[src/rtl/blk_pkg.sv]
// Package with register map, field positions, reset values and level codes.
package blk_pkg;
   localparam logic [11:0] AUX_CONTROL_ONE_OFF = 12'h000;
   localparam logic [11:0] LOCK_CONTROL_OFF    = 12'h004;
   localparam logic [11:0] LEVEL_STATUS_OFF    = 12'h008;
   localparam logic [11:0] PTR_SELECT_OFF      = 12'h00c;
   localparam int unsigned POINTER_SELECT_BIT  = 0;
   localparam int unsigned STUCK_ZERO_BIT      = 2;
   localparam int unsigned GENERAL_FLAG_BIT    = 3;
   localparam int unsigned BOOT_MAP_BIT        = 5;
   localparam logic [7:0]  AUX_WRITE_MASK      = 8'h29;
   localparam logic [7:0]  AUX_RESERVED_MASK   = 8'hd2;
   localparam logic [7:0]  AUX_RESET_VALUE     = 8'h00;
   localparam logic [15:0] BOOT_ROM_BASE       = 16'hf800;
   localparam logic [15:0] BOOT_ROM_TOP        = 16'hffff;
   localparam logic [2:0]  LOCK_RESET_VALUE    = 3'h7;
   typedef enum logic [1:0]
   {
      BLK_LEVEL_ONE   = 2'b00,
      BLK_LEVEL_TWO   = 2'b01,
      BLK_LEVEL_THREE = 2'b10,
      BLK_LEVEL_FOUR  = 2'b11
   } blk_level_t;
endpackage : blk_pkg

[src/rtl/blk_level_if.sv]
// Interface carrying lock bits into the level decoder and its restrictions.
`timescale 1ns/1ps
interface blk_level_if;
   logic [2:0] lock_bits;
   logic [1:0] level;
   logic       table_read_block;
   logic       pin_latch_mode;
   logic       parallel_prog_block;
   logic       parallel_verify_block;
   logic       external_exec_block;
   modport decoder (input lock_bits, output level, table_read_block,
                    pin_latch_mode, parallel_prog_block,
                    parallel_verify_block, external_exec_block);
   modport user (output lock_bits, input level, table_read_block,
                 pin_latch_mode, parallel_prog_block,
                 parallel_verify_block, external_exec_block);
endinterface : blk_level_if

[src/rtl/blk_boot_map_lock.sv]
// Auxiliary control register, boot ROM map and lock level restrictions.
//
// Notes on behaviour
// - Pointer-select zero routes pointer operations to first pointer, one to second.
// - Boot-map enable maps boot ROM over F800h to FFFFh; clear unmaps it.
// - General user flag is freely written and read, with no hardware effect.
// - Bit 2 reads zero, ignores writes; it is never stored in the register.
// - Reserved bits read undefined; software must not write ones there.
// - Reset clears pointer-select and bit 2, bit 5 takes boot-loader jump bit.
// - Lock bit one means unprogrammed, zero means programmed.
// - All lock bits unprogrammed gives level 1 with no restrictions.
// - Level 2 blocks external code-table reads from internal memory.
// - From level 2 the external-access pin is latched at reset.
// - From level 2 parallel programming of flash and EEPROM is rejected.
// - In-system and firmware-call programming stay allowed at every level.
// - Level 3 adds blocking of parallel verify reads.
// - Level 4 adds blocking of execution from external program memory.
//
// Design decisions made here: the register offsets and the APB interface to the registers.
`timescale 1ns/1ps
module blk_boot_map_lock
(
   // APB slave
   input  wire logic        pclk,
   input  wire logic        presetn,
   input  wire logic        psel,
   input  wire logic        penable,
   input  wire logic        pwrite,
   input  wire logic [11:0] paddr,
   input  wire logic [31:0] pwdata,
   output logic      [31:0] prdata,
   output logic             pready,
   output logic             pslverr,
   // Straps and pins
   input  wire logic        bootloader_jump_bit,
   input  wire logic        external_access_pin,
   // Core fetch and programmer requests
   input  wire logic [15:0] code_addr,
   input  wire logic        fetch_from_external,
   input  wire logic        code_table_read,
   input  wire logic        parallel_prog_req,
   input  wire logic        parallel_verify_req,
   input  wire logic        in_system_prog_req,
   input  wire logic        firmware_call_req,
   // Results
   output logic             use_second_data_pointer,
   output logic             boot_rom_selected,
   output logic             table_read_blocked,
   output logic             external_access_eff,
   output logic             prog_grant,
   output logic             verify_grant,
   output logic             external_exec_blocked
);
   logic [7:0]  aux_q;
   logic [7:0]  aux_d;
   logic [2:0]  lock_q;
   logic        rst_seen_q;
   logic        ea_latched_q;
   logic [31:0] prdata_q;
   logic        pready_q;
   logic        pslverr_q;
   logic        ptr_q;
   logic        boot_q;
   logic        trb_q;
   logic        ea_q;
   logic        pg_q;
   logic        vg_q;
   logic        xeb_q;

   blk_level_if lv ();
   assign lv.lock_bits = lock_q;
   blk_level_decode u_decode
   (
      .lv (lv)
   );

   // Address decode and access qualification.
   wire setup     = psel & ~penable;
   wire sel_aux   = (paddr == blk_pkg::AUX_CONTROL_ONE_OFF);
   wire sel_lock  = (paddr == blk_pkg::LOCK_CONTROL_OFF);
   wire sel_level = (paddr == blk_pkg::LEVEL_STATUS_OFF);
   wire sel_ptr   = (paddr == blk_pkg::PTR_SELECT_OFF);
   wire mapped    = sel_aux | sel_lock | sel_level | sel_ptr;
   // Writes land at the edge that completes the access phase.
   wire access    = psel & penable & pready_q;
   wire wr_aux    = access & pwrite & sel_aux;
   wire wr_lock   = access & pwrite & sel_lock;

   // Only writable bits store; bit 2 and reserved bits are never stored.
   assign aux_d = wr_aux ? (pwdata[7:0] & blk_pkg::AUX_WRITE_MASK)
                         : aux_q;

   // Reserved bits read as zero, one legal undefined value.
   wire [7:0] aux_rd = aux_q & blk_pkg::AUX_WRITE_MASK;

   wire [31:0] rd_mux =
      sel_aux   ? {24'h000000, aux_rd} :
      sel_lock  ? {29'h0, lock_q} :
      sel_level ? {30'h0, lv.level} :
      sel_ptr   ? {31'h0, aux_q[blk_pkg::POINTER_SELECT_BIT]} :
                  32'h00000000;

   // Boot ROM decode over its fixed window.
   wire in_boot_win = (code_addr >= blk_pkg::BOOT_ROM_BASE) &&
                      (code_addr <= blk_pkg::BOOT_ROM_TOP);

   // Bit 5 catches the strap on the first edge after reset release.
   always_ff @(posedge pclk or negedge presetn)
   begin
      if (!presetn)
      begin
         aux_q      <= blk_pkg::AUX_RESET_VALUE;
         rst_seen_q <= 1'b0;
      end
      else
      begin
         rst_seen_q <= 1'b1;
         if (!rst_seen_q)
         begin
            aux_q <= blk_pkg::AUX_RESET_VALUE;
            aux_q[blk_pkg::BOOT_MAP_BIT] <= bootloader_jump_bit;
         end
         else
         begin
            aux_q <= aux_d;
         end
      end
   end

   // Lock bits; a write may only program further (clear ones).
   always_ff @(posedge pclk or negedge presetn)
   begin
      if (!presetn)
         lock_q <= blk_pkg::LOCK_RESET_VALUE;
      else if (wr_lock)
         lock_q <= lock_q & pwdata[2:0];
   end

   // External-access pin latched once after reset.
   always_ff @(posedge pclk or negedge presetn)
   begin
      if (!presetn)
         ea_latched_q <= 1'b0;
      else if (!rst_seen_q)
         ea_latched_q <= external_access_pin;
   end

   // APB answer: no wait state, ready in the first access-phase cycle.
   wire        pready_d  = setup;
   wire        pslverr_d = setup & ~mapped;
   wire [31:0] prdata_d  = (setup & ~pwrite) ? rd_mux : 32'h00000000;

   always_ff @(posedge pclk or negedge presetn)
   begin
      if (!presetn)
         pready_q <= 1'b0;
      else
         pready_q <= pready_d;
   end

   always_ff @(posedge pclk or negedge presetn)
   begin
      if (!presetn)
         pslverr_q <= 1'b0;
      else
         pslverr_q <= pslverr_d;
   end

   always_ff @(posedge pclk or negedge presetn)
   begin
      if (!presetn)
         prdata_q <= 32'h00000000;
      else
         prdata_q <= prdata_d;
   end

   // Next values of the registered results.
   wire ptr_d  = aux_q[blk_pkg::POINTER_SELECT_BIT];
   wire boot_d = aux_q[blk_pkg::BOOT_MAP_BIT] & in_boot_win;
   wire trb_d  = lv.table_read_block & code_table_read &
                 fetch_from_external;
   wire ea_d   = lv.pin_latch_mode ? ea_latched_q
                                   : external_access_pin;
   wire pg_d   = in_system_prog_req | firmware_call_req |
                 (parallel_prog_req & ~lv.parallel_prog_block);
   wire vg_d   = parallel_verify_req & ~lv.parallel_verify_block;
   wire xeb_d  = lv.external_exec_block & fetch_from_external;

   // Pointer select result.
   always_ff @(posedge pclk or negedge presetn)
   begin
      if (!presetn)
         ptr_q <= 1'b0;
      else
         ptr_q <= ptr_d;
   end

   // Boot ROM selection result.
   always_ff @(posedge pclk or negedge presetn)
   begin
      if (!presetn)
         boot_q <= 1'b0;
      else
         boot_q <= boot_d;
   end

   // Blocked code-table read result.
   always_ff @(posedge pclk or negedge presetn)
   begin
      if (!presetn)
         trb_q <= 1'b0;
      else
         trb_q <= trb_d;
   end

   // Effective external-access level.
   always_ff @(posedge pclk or negedge presetn)
   begin
      if (!presetn)
         ea_q <= 1'b0;
      else
         ea_q <= ea_d;
   end

   // Programming grant.
   always_ff @(posedge pclk or negedge presetn)
   begin
      if (!presetn)
         pg_q <= 1'b0;
      else
         pg_q <= pg_d;
   end

   // Parallel verify grant.
   always_ff @(posedge pclk or negedge presetn)
   begin
      if (!presetn)
         vg_q <= 1'b0;
      else
         vg_q <= vg_d;
   end

   // Blocked external execution result.
   always_ff @(posedge pclk or negedge presetn)
   begin
      if (!presetn)
         xeb_q <= 1'b0;
      else
         xeb_q <= xeb_d;
   end

   assign prdata                  = prdata_q;
   assign pready                  = pready_q;
   assign pslverr                 = pslverr_q;
   assign use_second_data_pointer = ptr_q;
   assign boot_rom_selected       = boot_q;
   assign table_read_blocked      = trb_q;
   assign external_access_eff     = ea_q;
   assign prog_grant              = pg_q;
   assign verify_grant            = vg_q;
   assign external_exec_blocked   = xeb_q;
endmodule : blk_boot_map_lock

[src/rtl/blk_level_decode.sv]
// Decoder from three lock bits to a security level and its restrictions.
`timescale 1ns/1ps
module blk_level_decode
(
   blk_level_if.decoder lv
);
   wire lb0_prog = ~lv.lock_bits[0];
   wire lb1_prog = ~lv.lock_bits[1];
   wire lb2_prog = ~lv.lock_bits[2];
   // A zero lock bit is programmed; the highest programmed bit wins.
   assign lv.level = lb2_prog ? blk_pkg::BLK_LEVEL_FOUR :
                     lb1_prog ? blk_pkg::BLK_LEVEL_THREE :
                     lb0_prog ? blk_pkg::BLK_LEVEL_TWO :
                                blk_pkg::BLK_LEVEL_ONE;
   wire at_two   = (lv.level != blk_pkg::BLK_LEVEL_ONE);
   wire at_three = (lv.level == blk_pkg::BLK_LEVEL_THREE) ||
                   (lv.level == blk_pkg::BLK_LEVEL_FOUR);
   assign lv.table_read_block      = at_two;
   assign lv.pin_latch_mode        = at_two;
   assign lv.parallel_prog_block   = at_two;
   assign lv.parallel_verify_block = at_three;
   assign lv.external_exec_block   =
      (lv.level == blk_pkg::BLK_LEVEL_FOUR);
endmodule : blk_level_decode

[config.mk]
export PLATFORM = sky130hd
export DESIGN_NAME = blk_boot_map_lock
export DESIGN_NICKNAME = d
export VERILOG_FILES = /design/src/rtl/blk_pkg.sv /design/src/rtl/blk_level_if.sv /design/src/rtl/blk_boot_map_lock.sv /design/src/rtl/blk_level_decode.sv
export SDC_FILE = /design/constraint.sdc
export NUM_CORES = 1
export LEC_CHECK = 0
export BUFFER_PORTS_ARGS = -buffer_cell sky130_fd_sc_hd__buf_2
export CAP_MARGIN = 20
export CORE_AREA = 5 5 66 68
export DETAILED_ROUTE_END_ITERATION = 7
export DIE_AREA = 0 0 71 73
export GPL_TIMING_DRIVEN = 0
export PLACE_DENSITY = 0.75
export SLEW_MARGIN = 20
export SYNTH_ARGS = -nofsm -noshare
export SYNTH_HDL_FRONTEND = slang
export SYNTH_HIERARCHICAL = 1
export SYNTH_SLANG_ARGS = --single-unit
[constraint.sdc]
create_clock -name pclk -period 1.1 [get_ports pclk]
set_input_delay 0.055 -clock pclk [delete_from_list [all_inputs] [get_ports pclk]]
set_output_delay 0.055 -clock pclk [all_outputs]
set_load 0.005 [all_outputs]
==> flow_metrics.env, run 1 <==
export IMPL_status="finished, violations left"
export IMPL_violations="setup timing"
export IMPL_cts_sinks=22
export IMPL_routabilityCongestion=0.720
export IMPL_num_io_pins=114
export IMPL_p_clk_frac=0.335
export IMPL_timing_hold_ws_ns=0.00499
export IMPL_cts_root_buf="clkbuf_8"
export IMPL_largest_reg_flops=5
export IMPL_ys_flop_type="dfrtp_1"
export IMPL_ys_top_cells_by_area="dfrtp_1 (41%), buf_4 (20%), dfstp_2 (6.8%)"
export IMPL_synth_top_family_by_area="buffers and inverters"
export IMPL_internal_power_mw=1.29
export IMPL_num_rows=23
export IMPL_overflow=0
export IMPL_antennaDiodeCount=0
export IMPL_clockBufferDepth=2
export IMPL_start_kind="input port"
export IMPL_viasPerCell=3.87
export IMPL_max_freq_mhz=738
export IMPL_die_area_mm2=0.00518
export IMPL_ys_warn_count=6
export IMPL_synth_seq_cells=22
export IMPL_cap_viol_max_count=0
export IMPL_clock_latency_ns=0.25
export IMPL_vias=933
export IMPL_min_period_over_period=1.23
export IMPL_switching_power_mw=0.348
export IMPL_wl_met2_mm=1.40
export IMPL_synthTopCellsByCount="buf_4 (30), dfrtp_1 (19), nor2b_1 (7), nand2_1 (5), inv_1 (4)"
export IMPL_drt_pass1_iter_count=4
export IMPL_synth_simple_area_share=0.202
export IMPL_postSynth_asyncResetShare=1.00
export IMPL_hold_path_class="input port to flop"
export IMPL_layout_setup_ws_ns=-0.256
export IMPL_nNetsFinal=265
export IMPL_htree_levels=1
export IMPL_finalSetupViolations=8
export IMPL_synth_cells=107
export IMPL_ys_seq_area_frac=0.482
export IMPL_criticalPathCategory="input port to flop"
export IMPL_dpl_cell_area_mm2=0.00156
export IMPL_drt_wl_total_mm=2.51
export IMPL_grt_setup_unrepaired="yes"
export IMPL_core_mm2=0.00380
export IMPL_die_w_um=71
export IMPL_path_max_fanout=3
export IMPL_synth_top_area_share=0.413
export IMPL_peakVddDrop_mv=0.441
export IMPL_finalHoldViolCount=0
export IMPL_drv_slew=0
export IMPL_synth_edf_count=0
export IMPL_combPwrFrac=0.153
export IMPL_dp_cells=231
export IMPL_power_leakage_nw=0.924
export IMPL_cp_data_required_time_ns=1.29
export IMPL_antenna_found_initial=0
export IMPL_fin_worst_skew_ns=0.00263
export IMPL_finalCriticalPeriod_ns=1.36
export IMPL_area_delta_synth_final_pct=49.7
export IMPL_wl_met1_um=854
export IMPL_fp_dieH_um=73
export IMPL_path_clk_slew_ns=0.07
export IMPL_routed_wl_met3_um=231
export IMPL_reg2reg_depth=4
export IMPL_power_density_mw_per_mm2=953
export IMPL_start_util=0.303
export IMPL_ys_types=29
export IMPL_dpl_hpwl_mm=2.11
export IMPL_io_buffers=48
export IMPL_grt_total_usage=0.0929
export IMPL_grt_pass1_wl_mm=3.86
export IMPL_synthMuxAreaShare=0.0457
export IMPL_synth_xor_area_frac=0
export IMPL_ant_nets=0
export IMPL_drt_iter0_drc=14
export IMPL_drc=0
export IMPL_p_sw_frac=0.212
export IMPL_hold_depth=3
export IMPL_top_layer="met4"
export IMPL_final_layout_size_suffix_gt1_frac=0.555
export IMPL_synthAdderAreaFrac=0
export IMPL_stdcell_count=241
export IMPL_yosysTopAreaCell="dfrtp_1"
export IMPL_synth_compound_area_frac=0.0554
export IMPL_grt_max_degree=23
export IMPL_avgSynthCellArea_um2=10.8
export IMPL_worstSetupEndpointType="flop"
export IMPL_arrival_ns=1.55
export IMPL_wl_per_cell_um=10.4
export IMPL_seq_power_share=0.512
export IMPL_cts_tree="yes"
export IMPL_syn_cell_area_mm2=0.00115
export IMPL_grt_pass1_vias=936
export IMPL_design_area_mm2=0.00172
export IMPL_synth_most_common_cell="buf_4"
export IMPL_cts_buffers=3
-- kinds of logic (layout without fill, tap and decap cells) --
logic type / count (synthesis) / after routing
AO/OA/AOI/OAI: 9 / 9
other: 2 / 28
buffers and inverters: 34 / 92
AND/OR/NAND/NOR: 35 / 35
multiplexers: 5 / 5
flip-flops: 22 / 22
-- worst paths after layout --
path / start / end / slack, ns
worst max-delay path: paddr[5] / prdata[3] / -0.26
worst min-delay path: firmware_call_req / prog_grant / 0.005
worst max register to register: pready / aux_q[3] / -0.21
worst min register to register: aux_q[0] / use_second_data_pointer / 0.44
max in group asynchronous: presetn / lock_q[0] / 0.45
min in group asynchronous: presetn / prdata[2] / 0.29
-- cell usage in the layout (no fill, tap or decap), types with 4 or more instances in the layout --
cell type and n:
conb_1 28, buf_2 47, clkbuf_8 4, buf_4 33, inv_1 4, nor2b_1 7, dfrtp_1 19, nand2_1 5
-- cell type report --
type / count / area (µm²)
multi-input cells: 77 / 510
plain buffers: 29 / 218
fillers: 367 / 2080
inverters: 4 / 15.0
flip-flops and latches: 22 / 554
clock buffers: 4 / 55.1
repair buffers: 55 / 308
well taps: 50 / 62.6
-- worst max-delay path: stages --
cell,delay (ns)
buf_6,0.09
or4_4,0.57
or4_4,0.55
nor3_4,0.15
and2_1,0.14
-- timing repair --
item                                    CTS  global route
pin swaps                                 3             3
endpoints found under the setup margin   13            12
hold buffers                              2             0
gates resized for setup                   4             8
endpoints found under the hold margin    20             0
setup buffers                             5             0
-- routing by layer --
| layer | vias to the layer above | GRT usage |
|---|---|---|
| li1 | 468 | - |
| met3 | 2 | 0.0207 |
| met5 | - | 0 |
| met2 | 44 | 0.173 |
| met1 | 419 | 0.0975 |
| met4 | 0 | 0.0480 |
-- through the flow --
stage	TNS (ns)	util	worst slack, ns	power (mW)
final	-1.61	0.454	-0.256	1.64
after global routing	-1.85	0.454	-0.279	1.73
after CTS	-1.85	0.444	-0.233	1.66
after detailed placement	-4.75	0.411	-0.531	1.09
after global placement	-4.56	0.411	-0.524	1.08
after floorplan	-2.30	-	-0.319	0.986
-- power groups by stage --
stage               clock network (mW)  logic (mW)  registers [mW]
floorplan                            0       0.129           0.857
global route                     0.603       0.280           0.844
global placement                     0       0.228           0.856
CTS                              0.577       0.244           0.842
detailed placement                   0       0.234           0.857
finish                           0.550       0.251           0.841
Power figures use the tool's default switching activity.
==> run 2: changes to the inputs <==
- CAP_MARGIN: 20 -> 0
- CORE_AREA: 5 5 66 68 -> 5 5 55 82
- CTS_CLUSTER_SIZE: unset -> 20
- DIE_AREA: 0 0 71 73 -> 0 0 60 87
- PLACE_DENSITY: 0.75 -> 0.74
==> flow_metrics.env, run 2 (synthesized netlist as in run 1, its figures left out) <==
export IMPL_drv_slew=0
export IMPL_overflow=0
export IMPL_viasPerCell=3.89
export IMPL_layout_setup_ws_ns=-0.238
export IMPL_num_io_pins=114
export IMPL_arrival_ns=1.49
export IMPL_cts_buffers=3
export IMPL_grt_total_usage=0.0970
export IMPL_htree_levels=1
export IMPL_cp_cell_sequence="buf_6 > or4_4 > buf_6 > nor4_4 > buf_4 > mux2i_1 > nor2b_1"
export IMPL_status="finished, violations left"
export IMPL_grt_pass1_wl_mm=3.86
export IMPL_finalHoldViolCount=2
export IMPL_final_layout_size_suffix_gt1_frac=0.566
export IMPL_cts_sinks=22
export IMPL_min_period_over_period=1.22
export IMPL_clockBufferDepth=2
export IMPL_power_density_mw_per_mm2=937
export IMPL_cts_tree="yes"
export IMPL_dpl_hpwl_mm=2.01
export IMPL_violations="hold timing, setup timing"
export IMPL_drt_iter0_drc=10
export IMPL_fin_worst_skew_ns=0.00225
export IMPL_cap_viol_max_count=0
export IMPL_die_area_mm2=0.00522
export IMPL_drc=0
export IMPL_wl_per_cell_um=10.6
export IMPL_largest_reg_flops=5
export IMPL_start_util=0.304
export IMPL_path_clk_slew_ns=0.08
export IMPL_drt_pass1_iter_count=4
export IMPL_critPathMaxStageDelay_ns=0.55
export IMPL_criticalPathCategory="input port to flop"
export IMPL_slowest_stage="or4_4"
export IMPL_drt_wl_total_mm=2.57
export IMPL_final_common_cell="buf_2"
export IMPL_cp_data_required_time_ns=1.25
export IMPL_max_freq_mhz=747
export IMPL_cts_root_buf="clkbuf_8"
export IMPL_die_w_um=60
export IMPL_ant_nets=0
export IMPL_clock_latency_ns=0.26
export IMPL_worstSetupEndpointType="flop"
export IMPL_timing_hold_ws_ns=-0.00192
export IMPL_antennaDiodeCount=0
export IMPL_nNetsFinal=272
export IMPL_peakVddDrop_mv=0.547
export IMPL_grt_max_degree=23
export IMPL_dpl_worst_slack_ns=-0.548
export IMPL_finalCriticalPeriod_ns=1.34
export IMPL_io_buffers=48
export IMPL_fill_cells=363
export IMPL_finalSetupViolations=12
export IMPL_routabilityCongestion=0.721
export IMPL_num_rows=28
export IMPL_vias=945
export IMPL_path_max_fanout=4
export IMPL_hold_path_class="input port to flop"
export IMPL_core_mm2=0.00378
export IMPL_area_delta_synth_final_pct=54.8
export IMPL_final_cell_mix="buf_2 (47), buf_4 (37), conb_1 (28)"
export IMPL_grt_pass1_vias=936
export IMPL_fp_dieH_um=87
export IMPL_antenna_found_initial=0
export IMPL_power_leakage_nw=0.959
export IMPL_worst_path_most_repeated_cell="buf_6"
export IMPL_grt_setup_unrepaired="yes"
export IMPL_start_kind="input port"
[run 2: cell count changes in the layout (fill, tap and decap cells not counted)]
cell | previous run | this run
buf_4 | 33 | 37
buf_6 | 2 | 4
and3_1 | 0 | 1
and3_4 | 1 | 0
dlygate4sd3_1 | 2 | 3
inv_1 | 4 | 3
inv_2 | 0 | 1
nand3_2 | 1 | 0
nand3_4 | 1 | 2
[run 2: power breakdown]
group	switching [mW]	leakage, nW	internal [mW]
clock	0.253	0.0288	0.318
combinational	0.106	0.652	0.152
sequential	0.00992	0.278	0.830
[run 2: metrics by stage]
stage,util,cell area [µm²],power (mW),TNS [ns],cells
floorplan,-,1260,0.986,-2.30,133
global placement,0.411,1550,1.08,-4.74,226
detailed placement,0.411,1550,1.09,-4.87,226
CTS,0.459,1740,1.67,-1.49,241
global route,0.471,1780,1.75,-2.60,243
finish,0.471,1780,1.67,-2.21,243
[run 2: what timing repair did]
item	4_1_cts	5_1_grt
pin swaps	6	5
gates cloned	0	0
setup buffers	9	2
endpoints found under the setup margin	13	13
resized for setup	9	6
hold buffers	3	0
endpoints found under the hold margin	21	0
[run 2: worst max-delay path, delay by kind of cell]
| kind | cells | cell delay, ns |
|---|---|---|
| and+or+nand+nor | 3 | 0.86 |
| buffers and inverters | 3 | 0.41 |
| muxes | 1 | 0.18 |
[run 2: layout make-up]
type	instances	area (µm²)	share of cell area
multi-input combinational	77	513	0.288
buffer	29	218	0.122
tap	45	56.3	0.0316
clock buffer	4	55.1	0.0309
inverter	4	15.0	0.00843
sequential	22	554	0.311
timing repair buffer	62	370	0.208
[run 2: path summary, 6_finish.rpt]
path	slack (ns)	depth (start not counted)	start	to
setup / recovery	-0.24	7	paddr[1]	aux_q[0]
hold / removal	-0.002	2	pwdata[1]	lock_q[1]
setup reg to reg	-0.16	5	pready	aux_q[0]
hold reg to reg	0.44	0	aux_q[0]	use_second_data_pointer
max in group asynchronous	0.46	2	presetn	lock_q[0]
min in group asynchronous	0.29	2	presetn	verify_grant
[run 2: routing by layer]
metal / global-route usage / share of wire / up-vias
li1: - / - / 482
met1: 0.0931 / 0.32 / 407
met2: 0.179 / 0.55 / 54
met3: 0.0237 / 0.11 / 2
met4: 0.0544 / 0.019 / 0
met5: 0 / 0 / -
